$ cat src/core/pus_pkg.sv
`default_nettype none
package pus_pkg;
	// ----------------------------------------------------------------
	// bus carriers
	// ----------------------------------------------------------------
	localparam int ADDR_W = 12;
	localparam int DATA_W = 32;

	typedef struct packed {
		logic psel;
		logic penable;
		logic pwrite;
		logic [ADDR_W-1:0] paddr;
		logic [DATA_W-1:0] pwdata;
	} pus_apb_req_t;

	typedef struct packed {
		logic [DATA_W-1:0] prdata;
		logic pready;
		logic pslverr;
	} pus_apb_rsp_t;

	// ----------------------------------------------------------------
	// register map (byte addresses)
	// ----------------------------------------------------------------
	localparam logic [ADDR_W-1:0] OFF_CTRL = 12'h000;
	localparam logic [ADDR_W-1:0] OFF_INIT = 12'h004;
	localparam logic [ADDR_W-1:0] OFF_STATUS = 12'h008;
	localparam logic [ADDR_W-1:0] OFF_USER_OE = 12'h00c;
	localparam logic [ADDR_W-1:0] OFF_USER_OUT = 12'h010;

	// ctrl fields
	localparam int CTRL_PROGRAMMED_BIT = 0;
	localparam logic CTRL_PROGRAMMED_RST = 1'b0;

	// status fields
	localparam int STAT_STATE_LSB = 0;
	localparam int STAT_STATE_W = 2;
	localparam int STAT_PGOOD_BIT = 2;
	localparam int STAT_READY_BIT = 3;
	localparam int STAT_INIT_BUSY_BIT = 4;

	// ----------------------------------------------------------------
	// timing
	// ----------------------------------------------------------------
	localparam int CLK_MHZ = 40;
	localparam int INIT_TIME_US = 300;
	localparam int INIT_CYCLES = INIT_TIME_US * CLK_MHZ;
	localparam int INIT_CNT_W = 24;

	typedef enum logic [1:0] {
		PUS_QUIESCENT,
		PUS_INIT,
		PUS_ERASED,
		PUS_USER
	} pus_state_t;
endpackage : pus_pkg
`default_nettype wire

$ cat src/core/pus_timer.sv
`timescale 1ns/1ps
`default_nettype none
// ----------------------------------------------------------------
// down counter: load starts a run, done pulses when it expires
// ----------------------------------------------------------------
module pus_timer #(
	parameter int WIDTH = 24
) (
	input wire logic sys_clk,
	input wire logic nrst,
	input wire logic load,
	input wire logic abort,
	input wire logic [WIDTH-1:0] load_val,
	output logic busy,
	output logic done
);
	logic [WIDTH-1:0] cnt_r;
	logic busy_r;
	logic done_r;

	always_ff @(posedge sys_clk)
	begin
		if (!nrst || abort)
		begin
			cnt_r <= '0;
			busy_r <= 1'b0;
			done_r <= 1'b0;
		end
		else if (load)
		begin
			// a zero load still waits one cycle
			cnt_r <= (load_val == '0) ? WIDTH'(1) : load_val;
			busy_r <= 1'b1;
			done_r <= 1'b0;
		end
		else if (busy_r)
		begin
			cnt_r <= cnt_r - WIDTH'(1);
			if (cnt_r == WIDTH'(1))
			begin
				busy_r <= 1'b0;
				done_r <= 1'b1;
			end
		end
		else
		begin
			done_r <= 1'b0;
		end
	end

	assign busy = busy_r;
	assign done = done_r;
endmodule : pus_timer
`default_nettype wire

$ cat src/core/pus_sequencer.sv
`timescale 1ns/1ps
`default_nettype none
module pus_sequencer #(
	parameter int N_PINS = 8,
	parameter int INIT_CYCLES = pus_pkg::INIT_CYCLES
) (
	input wire logic sys_clk,
	input wire logic nrst,
	input wire pus_pkg::pus_apb_req_t apb_req,
	output pus_pkg::pus_apb_rsp_t apb_rsp,
	input wire logic core_supply_level_good,
	output logic [N_PINS-1:0] pin_io_cell_out,
	output logic [N_PINS-1:0] pin_io_cell_oe_n,
	output logic pin_io_cell_pullup_en,
	output logic pin_io_cell_bus_hold_en,
	output logic input_en,
	output logic clock_in_en,
	output logic func_block_en,
	output logic test_port_en,
	output logic op_ready
);
	// ----------------------------------------------------------------
	// helpers
	// ----------------------------------------------------------------
	function automatic logic reg_hit(
		input logic [pus_pkg::ADDR_W-1:0] addr,
		input logic [pus_pkg::ADDR_W-1:0] off
	);
		reg_hit = (addr == off);
	endfunction : reg_hit

	// ----------------------------------------------------------------
	// power-good synchroniser
	// ----------------------------------------------------------------
	logic pgood_meta_r;
	logic pgood_r;

	always_ff @(posedge sys_clk)
	begin
		if (!nrst)
		begin
			pgood_meta_r <= 1'b0;
			pgood_r <= 1'b0;
		end
		else
		begin
			pgood_meta_r <= core_supply_level_good;
			pgood_r <= pgood_meta_r;
		end
	end

	// ----------------------------------------------------------------
	// register bus
	// ----------------------------------------------------------------
	logic wr_access;
	logic rd_setup;
	logic addr_ok;
	logic programmed_r;
	logic [pus_pkg::INIT_CNT_W-1:0] init_cnt_r;
	logic [N_PINS-1:0] user_oe_r;
	logic [N_PINS-1:0] user_out_r;
	logic [pus_pkg::DATA_W-1:0] prdata_r;
	logic [pus_pkg::DATA_W-1:0] rd_val;
	logic [pus_pkg::DATA_W-1:0] status_val;
	logic timer_busy;
	logic timer_done;
	pus_pkg::pus_state_t state_r;

	assign wr_access = apb_req.psel && apb_req.penable && apb_req.pwrite;
	assign rd_setup = apb_req.psel && !apb_req.penable && !apb_req.pwrite;
	assign addr_ok = reg_hit(apb_req.paddr, pus_pkg::OFF_CTRL)
		|| reg_hit(apb_req.paddr, pus_pkg::OFF_INIT)
		|| reg_hit(apb_req.paddr, pus_pkg::OFF_STATUS)
		|| reg_hit(apb_req.paddr, pus_pkg::OFF_USER_OE)
		|| reg_hit(apb_req.paddr, pus_pkg::OFF_USER_OUT);

	// the programmed flag stands in for the nonvolatile pattern store;
	// it is sampled only when the init interval ends, so a write during init still counts for this power-up
	always_ff @(posedge sys_clk)
	begin
		if (!nrst)
			programmed_r <= pus_pkg::CTRL_PROGRAMMED_RST;
		else if (wr_access && reg_hit(apb_req.paddr, pus_pkg::OFF_CTRL))
			programmed_r <= apb_req.pwdata[pus_pkg::CTRL_PROGRAMMED_BIT];
	end

	always_ff @(posedge sys_clk)
	begin
		if (!nrst)
			init_cnt_r <= pus_pkg::INIT_CNT_W'(INIT_CYCLES);
		else if (wr_access && reg_hit(apb_req.paddr, pus_pkg::OFF_INIT))
			init_cnt_r <= apb_req.pwdata[pus_pkg::INIT_CNT_W-1:0];
	end

	always_ff @(posedge sys_clk)
	begin
		if (!nrst)
		begin
			user_oe_r <= '0;
			user_out_r <= '0;
		end
		else if (wr_access)
		begin
			if (reg_hit(apb_req.paddr, pus_pkg::OFF_USER_OE))
				user_oe_r <= apb_req.pwdata[N_PINS-1:0];
			if (reg_hit(apb_req.paddr, pus_pkg::OFF_USER_OUT))
				user_out_r <= apb_req.pwdata[N_PINS-1:0];
		end
	end

	always_comb
	begin
		status_val = '0;
		status_val[pus_pkg::STAT_STATE_LSB +: pus_pkg::STAT_STATE_W] = state_r;
		status_val[pus_pkg::STAT_PGOOD_BIT] = pgood_r;
		status_val[pus_pkg::STAT_READY_BIT] = op_ready;
		status_val[pus_pkg::STAT_INIT_BUSY_BIT] = timer_busy;
	end

	always_comb
	begin
		rd_val = '0;
		if (reg_hit(apb_req.paddr, pus_pkg::OFF_CTRL))
			rd_val[pus_pkg::CTRL_PROGRAMMED_BIT] = programmed_r;
		else if (reg_hit(apb_req.paddr, pus_pkg::OFF_INIT))
			rd_val[pus_pkg::INIT_CNT_W-1:0] = init_cnt_r;
		else if (reg_hit(apb_req.paddr, pus_pkg::OFF_STATUS))
			rd_val = status_val;
		else if (reg_hit(apb_req.paddr, pus_pkg::OFF_USER_OE))
			rd_val[N_PINS-1:0] = user_oe_r;
		else if (reg_hit(apb_req.paddr, pus_pkg::OFF_USER_OUT))
			rd_val[N_PINS-1:0] = user_out_r;
	end

	// read data is captured in the setup cycle so it comes from a flop
	always_ff @(posedge sys_clk)
	begin
		if (!nrst)
			prdata_r <= '0;
		else if (rd_setup)
			prdata_r <= rd_val;
	end

	// one driver for the whole response word
	assign apb_rsp = '{
		prdata: prdata_r,
		pready: 1'b1,
		pslverr: apb_req.psel && apb_req.penable && !addr_ok
	};

	// ----------------------------------------------------------------
	// power-up state machine
	// ----------------------------------------------------------------
	logic timer_load;
	pus_pkg::pus_state_t state_nxt;

	pus_timer #(
		.WIDTH(pus_pkg::INIT_CNT_W)
	) pus_timer_inst (
		.sys_clk(sys_clk),
		.nrst(nrst),
		.load(timer_load),
		.abort(!pgood_r),
		.load_val(init_cnt_r),
		.busy(timer_busy),
		.done(timer_done)
	);

	always_comb
	begin
		state_nxt = state_r;
		timer_load = 1'b0;
		case (state_r)
			pus_pkg::PUS_QUIESCENT:
			begin
				if (pgood_r)
				begin
					state_nxt = pus_pkg::PUS_INIT;
					timer_load = 1'b1;
				end
			end
			pus_pkg::PUS_INIT:
			begin
				if (timer_done)
					state_nxt = programmed_r ? pus_pkg::PUS_USER : pus_pkg::PUS_ERASED;
			end
			pus_pkg::PUS_ERASED:
				state_nxt = pus_pkg::PUS_ERASED;
			pus_pkg::PUS_USER:
				state_nxt = pus_pkg::PUS_USER;
			default:
				state_nxt = pus_pkg::PUS_QUIESCENT;
		endcase
		// a supply dip drops the device back to quiescent from anywhere
		if (!pgood_r)
		begin
			state_nxt = pus_pkg::PUS_QUIESCENT;
			timer_load = 1'b0;
		end
	end

	always_ff @(posedge sys_clk)
	begin
		if (!nrst)
			state_r <= pus_pkg::PUS_QUIESCENT;
		else
			state_r <= state_nxt;
	end

	// ----------------------------------------------------------------
	// pin and block enables, all from flops
	// ----------------------------------------------------------------
	logic user_mode;
	logic up_mode;
	logic [N_PINS-1:0] oe_n_r;
	logic [N_PINS-1:0] out_r;
	logic ctl_user_r;
	logic ctl_up_r;

	assign user_mode = (state_nxt == pus_pkg::PUS_USER);
	assign up_mode = (state_nxt == pus_pkg::PUS_USER) || (state_nxt == pus_pkg::PUS_ERASED);

	always_ff @(posedge sys_clk)
	begin
		if (!nrst)
		begin
			ctl_user_r <= 1'b0;
			ctl_up_r <= 1'b0;
		end
		else
		begin
			ctl_user_r <= user_mode;
			ctl_up_r <= up_mode;
		end
	end

	generate
		for (genvar i = 0; i < N_PINS; i++)
		begin : g_pin
			always_ff @(posedge sys_clk)
			begin
				if (!nrst)
				begin
					oe_n_r[i] <= 1'b1;
					out_r[i] <= 1'b0;
				end
				else
				begin
					// erased or quiescent: never drive
					oe_n_r[i] <= !(user_mode && user_oe_r[i]);
					out_r[i] <= user_mode && user_out_r[i];
				end
			end
		end
	endgenerate

	assign pin_io_cell_oe_n = oe_n_r;
	assign pin_io_cell_out = out_r;
	assign pin_io_cell_pullup_en = !ctl_user_r;
	assign pin_io_cell_bus_hold_en = ctl_user_r;
	assign input_en = ctl_user_r;
	assign clock_in_en = ctl_user_r;
	assign func_block_en = ctl_user_r;
	assign test_port_en = ctl_up_r;
	assign op_ready = ctl_up_r;
endmodule : pus_sequencer
`default_nettype wire

$ cat config.mk
export PLATFORM = sky130hd
export DESIGN_NAME = pus_sequencer
export DESIGN_NICKNAME = d
export VERILOG_FILES = /design/src/core/pus_pkg.sv /design/src/core/pus_timer.sv /design/src/core/pus_sequencer.sv
export SDC_FILE = /design/constraint.sdc
export NUM_CORES = 1
export LEC_CHECK = 0
export BUFFER_PORTS_ARGS = -buffer_cell sky130_fd_sc_hd__buf_2
export CAP_MARGIN = 0
export CORE_MARGIN = 1.5
export CORE_UTILIZATION = 30
export DETAILED_ROUTE_END_ITERATION = 16
export GPL_TIMING_DRIVEN = 0
export PLACE_DENSITY = 0.58
export SKIP_CTS_REPAIR_TIMING = 1
export SKIP_LAST_GASP = 1
export SLEW_MARGIN = 0
export SYNTH_ARGS = -nofsm -noshare
export SYNTH_HDL_FRONTEND = slang
export SYNTH_SLANG_ARGS = --single-unit
$ cat constraint.sdc
create_clock -name sys_clk -period 2.3 [get_ports sys_clk]
set_clock_uncertainty 0.05 [all_clocks]
set_input_delay 0.46 -clock sys_clk [delete_from_list [all_inputs] [get_ports sys_clk]]
set_output_delay 0.46 -clock sys_clk [all_outputs]
set_load 0.02 [all_outputs]
; ---- After elaboration in Yosys (flattened, before gate mapping)
; Cells that the tools add are included.
[totals]
regBits = 121
input_bits = 50
out_inout_bits = 57
[classes]
bitwise_logic = 1
reduce_logical = 50
muxes = 18
n_eq_ne = 10
n_addsub = 1
[ops]
columns = cell, count
row1 = $mux 24, 4
row2 = $eq 12x4->1 const B, 2
row3 = $eq 24x1->1 const B, 1
row4 = $logic_not 24->1, 1
row5 = $mux 8, 3
row6 = $sub 24x1->24 const B, 1
row7 = $logic_and 1x1->1, 23
row8 = $mux 23, 1
row9 = $logic_not 1->1, 14
row10 = $eq 12x3->1 const B, 1
row11 = $eq 12x5->1 const B, 1
row12 = $logic_not 12->1, 1
row13 = $eq 2x2->1 const B, 4
row14 = $pmux 2 s4, 1
row15 = $mux 1, 7
row16 = $logic_or 1x1->1, 6
row17 = $mux 2, 2
row18 = $reduce_and 2->1, 2
row19 = $reduce_or 3->1, 1
row20 = $eq 2x1->1 const B, 1
row21 = $logic_not 2->1, 1
row22 = $reduce_bool 2->1, 1
row23 = $not 1->1, 1

; ---- Logic depth before layout (Yosys ltp)
; Gate-level depths: netlist of run 1.
[logic_depth]
ltp_word = 7
ltp_mapped = 8
ltp_nobuf = 7

; ---- Modules after synthesis
; From an unflattened synthesis of run 1, not the netlist that was laid out.
[hier_totals]
cells_unflattened = 609
hier_area_um2 = 5081.1
[by_module_without_submodules]
columns = module, cells_per_inst, area_per_inst_um2, seq_area_each_um2, instances
row1 = pus_sequencer, 437, 3633.5, 1741.7, 1
row2 = pus_timer, 172, 1447.6, 520.5, 1

; ---- Least setup slack after synthesis of run 1
; OpenSTA, ideal clock, no wires.
[synth_timing]
kind = input port to output port
from = input port apb_req[35] (netlist bit)
to = output port apb_rsp[0] (netlist bit)
setup_slack_ps = 272
n_path_buf = 2
t_arrival_ps = 1518
required_time_ps = 1790
stages = 4
cell_sequence = clkbuf_1 clkbuf_1 o21ai_0 a41oi_1
[synth_lines]
columns = element, line_no
row1 = "start, declared", pus_sequencer.sv:9  ; input wire pus_pkg::pus_apb_req_t apb_req,
row2 = "end, declared", pus_sequencer.sv:10  ; output pus_pkg::pus_apb_rsp_t apb_rsp,

==> out/qor.csv, run 1 <==
metric;value;unit
root_buffer;clkbuf_16;
cts_buffers;17;
synth_top_area_share;47.4;%
worst_pin_slew;752;ps
avgViaCountPerCell;4.86;
synth_area_per_cell;8.70;um^2
die_area;16700;um^2
rows;45;
grtUsageTotal;16.3;%
power_density;779;nW/um^2
die_h;129;um
seq_area_frac_synth;47.4;%
drive_gt1_share;24.3;%
die_width;129;um
first_global_vias;4126;
worstPathArrival;1640;ps
pin_count;107;
firstDrtPassIters;5;
peakVddDrop;398;uV
drt_wl_total;13400;um
cts_sinks;113;
start_util;31.1;%
ys.warnings.count;0;
cts_tree;yes;
hpwl;10000;um
syn_area;4770;um^2
vias;4311;
ant_nets;0;
fin_crit_sh;93.3;%
leakagePower;0.00238;uW
startpoint_type;input pin;
insertion_delay;410;ps
hold_viol_final;0;
final-setup-viol-count;0;
ys_seq_elements;113;
syn_to_final_growth;27.7;%
antenna_found_initial;0;
synth_area_leaders;dfxtp_1 (47%), nand3_1 (5.7%), o21ai_0 (5.3%), a22oi_1 (4.1%), nand2_1 (4.1%);
max_freq;466;MHz
hold_ws;205;ps
cts.htree.levels;4;
globalplace.congestion;0.835;
endpoint_kind;output pin;
path_clk_slew;60;ps
grt_max_degree;17;
post_drt_wl_per_cell;15.1;um
coreArea;15400;um^2
overflow;0;
totalNegativeSetupSlack;0;ps
drtIter0Drc;290;
hold_path.class;in2reg;
finish.net_count;715;
status;finished, final reports clean;
rsz0062_at_grt;no;
crit_type;in2out;
fin_crit;2150;ps
io_buffer_count;88;
cp.required;1790;ps
grt_pass1_wl;21000;um
drv_cap;0;
yosysTopAreaCell;dfxtp_1;
crit_fanout;10;
ys_types;52;
slew_viol_final;0;
final_util;39.7;%
synthCells;549;
cts_buffer_depth;2;
insertedDiodeCount;0;
slew_headroom;49.3;%
total_power;4750;uW
drc;0;
==> flip-flops by register name, summed over array words and instances (netlist names), 2 cells and up <==
register	count
user_out_r	8
pin_io_cell_oe_n	8
init_cnt_r	24
prdata_r	24
pin_io_cell_out	8
state_r	2
user_oe_r	8
pus_timer_inst.cnt_r	24
==> worst max-delay path: stages <==
cell and delay, ps:
buf_2 110, clkbuf_1 410, o21ai_0 220, a41oi_1 240
buf_2 190
==> synthesized netlist by cell type (all sizes together) <==
library cell    n
mux2            4
a22oi          26
a311oi          2
nor2b          24
or2             2
nand4b          1
nor4           12
a21oi          23
and3            2
and4bb          1
clkbuf         25
dfxtp         113
o21ai          59
nor3            7
inv             8
nand3          56
o211ai          1
xnor2           7
nand2          52
nand3b          2
conb            2
or3             2
and2           12
a211oi          2
mux2i           3
nand2b          1
nor4b           3
and3b           1
buf            23
and4            2
o22ai           4
a31oi           2
nor3b           2
or4b            1
a41oi           1
ha              2
xor2           13
nand4           4
or4             3
nor2           39
==> stage by stage <==
step / instance area, um^2 / cells / setup WS (ps)
detailed placement: 5510 / 855 / -186
global placement: 5510 / 855 / -141
finish: 6100 / 887 / 154
CTS: 6090 / 887 / 67.4
global route: 6100 / 887 / 12.8
floorplan: 4800 / 556 / 272
==> routing by layer <==
layer / GRT usage [%] / routed length (um) / part of all wire (%)
met3: 4.46 / 622 / 4.6
met4: 5.75 / 215 / 1.6
met1: 20.0 / 6040 / 45
met2: 27.5 / 6560 / 49
met5: 0 / 0 / 0
==> power by group <==
part	internal (uW)	leakage (uW)	switching, uW
Combinational	71.7	0.00120	124
Sequential	1960	0.000911	4.12
Clock	1650	0.000271	934
Total	3680	0.00238	1060
==> layout make-up <==
type / count / area, um^2
Fill cell: 1544 / 9280
Multi-Input combinational cell: 387 / 2260
Sequential cell: 113 / 2260
Clock buffer: 20 / 457
Timing Repair Buffer: 88 / 440
Tap cell: 211 / 264
Buffer: 48 / 246
Clock inverter: 12 / 133
Inverter: 8 / 30.0
==> cell families (layout without fill, tap and decap cells) <==
kind of cell | count (synthesis) | in the layout | share of synthesized area [%]
AO/OA/AOI/OAI | 120 | 120 | 15.1
XOR/XNOR | 20 | 20 | 3.67
adder cells (fa/ha/maj) | 2 | 2 | 0.524
buffers and inverters | 56 | 176 | 5.77
flip-flops | 113 | 113 | 47.4
multiplexers | 7 | 7 | 1.57
other | 2 | 9 | 0.157
AND/OR/NAND/NOR | 229 | 229 | 25.8
==> placed cells by master (no fill, tap or decap), types with 12 or more instances in the layout <==
master	instances
buf_2	91
and2_1	12
clkbuf_1	24
nand2_1	52
nor2b_1	24
xor2_1	13
nand3_1	54
nor2_1	39
dfxtp_1	113
buf_4	14
o21ai_0	51
a21oi_1	23
a22oi_1	26
clkbuf_16	17
==> worst paths after layout <==
| kind | startpoint | endpoint | slack [ps] | depth (start not counted) |
|---|---|---|---|---|
| setup / recovery | apb_req[34] | apb_rsp[0] | 150 | 5 |
| hold / removal | core_supply_level_good | pgood_meta_r | 210 | 2 |
| setup reg to reg | pus_timer_inst.cnt_r[0] | pus_timer_inst.cnt_r[16] | 170 | 7 |
| hold reg to reg | user_oe_r[3] | pin_io_cell_oe_n[3] | 350 | 1 |
No activity file was read; power rests on OpenSTA's default activity.
==> run 2, diff against run 1 <==
Settings changed: BUFFER_PORTS_ARGS -buffer_cell sky130_fd_sc_hd__buf_2 to -buffer_cell sky130_fd_sc_hd__clkbuf_2.
Clock period 2.3 ns to 2.5 ns, I/O delays scaled along.
==> out/qor.csv, run 2 (synthesized netlist as in run 1, its figures left out) <==
metric;value;unit;change
fin_crit_sh;90.0;%;
avgViaCountPerCell;4.89;;+0.67%
final-setup-viol-count;0;;unchanged
status;finished, final reports clean;;
cts.htree.levels;4;;unchanged
firstDrtPassIters;5;;unchanged
rsz0062_at_grt;no;;
fill_cells;1532;;-0.78%
dp.cells;855;;unchanged
hold_viol_final;0;;unchanged
cts_buffers;17;;unchanged
coreArea;15400;um^2;unchanged
first_global_vias;4193;;+1.6%
antenna_found_initial;0;;unchanged
fin_crit;2250;ps;
leakagePower;0.00241;uW;+1.5%
power_density;753;nW/um^2;-3.3%
cts_tree;yes;;
ant_nets;0;;unchanged
total_power;4640;uW;-2.2%
drt_wl_total;13200;um;-2.1%
globalplace.congestion;0.834;;about the same
slew_viol_final;0;;unchanged
grt_max_degree;17;;unchanged
start_util;31.1;%;unchanged
p_clk_share;57.1;%;+2.7 points
insertion_delay;400;ps;about the same
post_drt_wl_per_cell;14.8;um;-2.1%
syn_to_final_growth;29.1;%;
rows;45;;unchanged
stdcell_count;887;;unchanged
crit_fanout;10;;unchanged
switchingPower;921;uW;-13%
multi_input_area;2260;um^2;unchanged
grt_pass1_wl;21000;um;-0.17%
io_buffer_count;88;;unchanged
hpwl;9970;um;-0.37%
reg_top3;init_cnt_r: 24 flops, prdata_r: 24 flops, pus_timer_inst.cnt_r: 24 flops;;
pin_count;107;;unchanged
worst_pin_slew;823;ps;+71.1 ps
root_buffer;clkbuf_16;;
peakVddDrop;463;uV;+16%
max_freq;444;MHz;
combinationalPowerShare;3.9;%;-0.2 points
layout_commonest_cell;dfxtp_1;;
final_cell_mix;dfxtp_1 (113), clkbuf_2 (90), nand3_1 (54);;
die_width;129;um;unchanged
hold_ws;251;ps;+46.1 ps
cts_sinks;113;;unchanged
endpoint_kind;output pin;;
path_clk_slew;50;ps;about the same
finish.net_count;715;;unchanged
seqPwrFrac;39.0;%;-2.4 points
die_h;129;um;unchanged
layout.area.seq;2260;um^2;unchanged
grtUsageTotal;16.2;%;-0.084 points
sw_frac_of_total;19.8;%;-2.5 points
slew_headroom;44.9;%;-4.4 points
worstPathArrival;1700;ps;+60 ps
crit_type;in2out;;
drtIter0Drc;266;;-8.3%
startpoint_type;input pin;;
vias;4340;;+0.67%
drc;0;;unchanged
intPower;3720;uW;+0.97%
cts_buffer_depth;2;;unchanged
insertedDiodeCount;0;;unchanged
drive_gt1_share;24.0;%;-0.30 points
die_area;16700;um^2;unchanged
drv_cap;0;;unchanged
hold_path.class;in2reg;;
overflow;0;;unchanged
cp.required;1950;ps;+160 ps
-- run 2: power by group through the flow --
stage | Sequential [uW] | Combinational, uW | Clock [uW]
floorplan | 1850 | 108 | 0
global placement | 1850 | 175 | 0
detailed placement | 1850 | 178 | 0
CTS | 1810 | 180 | 2680
global route | 1810 | 197 | 2780
finish | 1810 | 180 | 2650
-- run 2: critical path, cell delays in order --
cell,delay [ps]
clkbuf_2,120
clkbuf_1,410
o21ai_0,230
a41oi_1,250
clkbuf_2,200
-- run 2: final timing paths --
check | startpoint | endpoint | slack, ps | cells past startpoint
max reg2reg | pus_timer_inst.cnt_r[0] | pus_timer_inst.cnt_r[18] | 310 | 7
min | core_supply_level_good | pgood_meta_r | 250 | 2
min reg2reg | user_oe_r[3] | pin_io_cell_oe_n[3] | 360 | 1
max | apb_req[34] | apb_rsp[0] | 250 | 5
-- run 2: stage by stage --
stage	utilization [%]	TNS, ps	area (um^2)	setup slack, ps
after CTS	40.1	0	6160	169
final	40.1	0	6160	249
after floorplan	-	0	4800	392
after global routing	40.1	0	6160	57.9
after detailed placement	35.8	-5.43	5510	-5.43
after global placement	35.8	0	5510	37.2
-- run 2: cell type report --
cell class	count	area share, %
Clock inverter	9	2.88
Clock buffer	23	7.76
Buffer	48	4.00
Tap cell	211	4.28
Sequential cell	113	36.7
Multi-Input combinational cell	387	36.7
Inverter	8	0.487
Timing Repair Buffer	88	7.15
-- run 2: routing by layer --
layer	vias to the layer above	GRT usage (%)	wire length (um)
met5	-	0	0
met1	2083	20.0	5980
met3	13	3.39	570
met2	102	27.1	6440
li1	2142	-	-
met4	0	7.93	164
==> run 3, diff against run 2 <==
Settings changed: ABC_AREA set to 1.
==> out/qor.csv, run 3 <==
metric;value;unit;change
top_layer;met4;;
slew_headroom;55.2;%;+10 points
dp.cells;1056;;+24%
drtIter0Drc;435;;+64%
ys_types;42;;-19%
crit_fanout;10;;unchanged
cts_buffers;17;;unchanged
grt_pass1_wl;24700;um;+18%
ys_seq_elements;113;;unchanged
r2r_slack;790;ps;+480 ps
wl_met2;7090;um;+10%
path_clk_slew;50;ps;about the same
insertion_delay;410;ps;about the same
overflow;0;;unchanged
max_freq;457;MHz;+2.9%
r2r_start;pus_timer_inst.cnt_r[0];;
syn_area;5240;um^2;+9.6%
final_util;38.4;%;-1.6 points
pin_count;107;;unchanged
worst_pin_slew;672;ps;-151 ps
seq_area_frac_synth;43.2;%;-4.2 points
synthCells;736;;+34%
drt_wl_total;15500;um;+18%
ys.warnings.count;0;;unchanged
met1Wirelength;7440;um;+24%
fin_ws;313;ps;+63.9 ps
max_stage_delay;280;ps;-130 ps
hold_path.class;in2reg;;
reg2reg_to;pus_timer_inst.cnt_r[20];;
coreArea;17200;um^2;+12%
crit_start;apb_req[36];;
synth_area_per_cell;7.11;um^2;-18%
globalplace.congestion;0.890;;+6.7%
power_density;696;nW/um^2;-7.6%
layout_commonest_cell;nand2_1;;
rsz0062_at_grt;no;;
cts_sinks;113;;unchanged
cp.required;1950;ps;about the same
io_buffer_count;88;;unchanged
first_global_vias;4773;;+14%
path_depth;9;;+4
total_power;4600;uW;-0.95%
synth-main-ff-cell;dfxtp_1;;
preCtsSetupSlack;313;ps;+318 ps
drv_cap;0;;unchanged
cts.htree.levels;4;;unchanged
firstDrtPassIters;5;;unchanged
die_h;135;um;+4.6%
synth_area_leaders;dfxtp_1 (43%), nand2_1 (11%), nor2_1 (6.3%), a21oi_1 (6.0%), inv_1 (5.2%);;
async_reset_ff_share;0;%;unchanged
critical_path.cell_chain;clkbuf_2 -> nor2_1 -> nand2_1 -> nor2_4 -> buf_6 -> nand2_1 -> inv_1 -> nor4_1 -> clkbuf_2;;
crit_family;simple AND/OR/NAND/NOR gates;;
synthTopCellsByCount;nand2_1 (151), dfxtp_1 (113), nor2_1 (88);;
grtUsageTotal;17.4;%;+1.2 points
final-setup-viol-count;0;;unchanged
worstPathArrival;1640;ps;-60 ps
totalNegativeSetupSlack;0;ps;unchanged
die_area;18300;um^2;+9.4%
grt_max_degree;17;;unchanged
yosysMostFrequentCell;nand2_1;;
peakVddDrop;369;uV;-20%
hold_viol_final;0;;unchanged
hp-start;core_supply_level_good;;
cp.buffers_inverters;4;;+1
worstSetupEndpoint;apb_rsp[0];;
hpwl;11700;um;+18%
cts_tree;yes;;
synth_top_area_share;43.2;%;-4.2 points
crit_slowest_cell;nor4_1;;
slew_viol_final;0;;unchanged
ant_nets;0;;unchanged
stdcell_count;1087;;+23%
avgViaCountPerCell;4.78;;-2.3%
finish.net_count;902;;+26%
fin_crit_sh;87.5;%;-2.6 points
synth-edff-count;0;;unchanged
drive_gt1_share;20.5;%;-3.4 points
endpoint_kind;output pin;;
cts_buffer_depth;2;;unchanged
fin_crit;2190;ps;-63.9 ps
crit_type;in2out;;
rr_worst_depth;9;;+2
root_buffer;clkbuf_16;;
die_width;135;um;+4.6%
wl_met3;671;um;+18%
yosysTopAreaCell;dfxtp_1;;
status;finished, final reports clean;;
syn_to_final_growth;26.1;%;
reg_top3;init_cnt_r: 24 flops, prdata_r: 24 flops, pus_timer_inst.cnt_r: 24 flops;;
final_cell_mix;nand2_1 (151), dfxtp_1 (113), nor2_1 (88), clkbuf_2 (88), inv_1 (72);;
start_util;30.5;%;-0.58 points
startpoint_type;input pin;;
antenna_found_initial;0;;unchanged
drc;0;;unchanged
post_drt_wl_per_cell;14.2;um;-3.9%
rows;48;;+6.7%
leakagePower;0.00295;uW;+22%
insertedDiodeCount;0;;unchanged
vias;5198;;+20%
-- run 3: cell count changes after synthesis, moves of 10 or more --
cell,delta
nor2b_1,-24
and2_1,-12
nor2_1,+49
o21ai_1,+19
a21oi_1,+40
a22oi_1,-25
nand2_1,+99
inv_1,+64
clkbuf_1,-11
inv_2,+10
-- run 3: worst min-delay path: stages --
cell	delay [ps]
clkbuf_2	80
nand2_1	40
inv_1	40
-- run 3: worst min path at each step --
stage / slack [ps] / end / depth (start not counted)
floorplan: 320 / pin_io_cell_oe_n[0] / 1
global placement: 330 / pin_io_cell_oe_n[6] / 1
finish: 230 / pgood_meta_r / 3
global route: 230 / pgood_meta_r / 3
detailed placement: 330 / pin_io_cell_oe_n[0] / 1
CTS: 220 / pgood_meta_r / 3
-- run 3: per-stage QoR --
step                      hold slack, ps  cell area, um^2
after floorplan                      316             5260
after global placement               327             5980
after detailed placement             326             5980
after CTS                            222             6600
after global routing                 232             6600
final                                227             6600
-- run 3: routing by layer --
| metal | GRT usage, % | vias to the layer above |
|---|---|---|
| li1 | - | 2630 |
| met1 | 23.8 | 2421 |
| met2 | 27.0 | 126 |
| met3 | 3.64 | 21 |
| met4 | 6.27 | 0 |
| met5 | 0 | - |
-- run 3: power breakdown --
part | switching, uW | total (uW) | internal (uW)
sequential | 4.34 | 1810 | 1810
combinational | 156 | 231 | 75.7
clock | 846 | 2550 | 1710
-- run 3: cells by family (layout without fill, tap and decap cells) --
kind of cell	after synthesis	count (layout)	synth area share (%)
compound gates	153	153	15.9
simple gates	340	340	29.3
flops	113	113	43.2
other cells	2	9	0.143
fa+ha+maj	2	2	0.478
buf+inv	122	241	10.3
xor+xnor	4	4	0.669
-- run 3: cell type report --
class | count | area (um^2)
plain buffers | 38 | 224
clock buffers | 21 | 460
clock inverters | 10 | 159
fillers | 1880 | 10600
inverters | 84 | 317
multi-input cells | 508 | 2460
flip-flops and latches | 113 | 2260
well taps | 225 | 282
repair buffers | 88 | 440
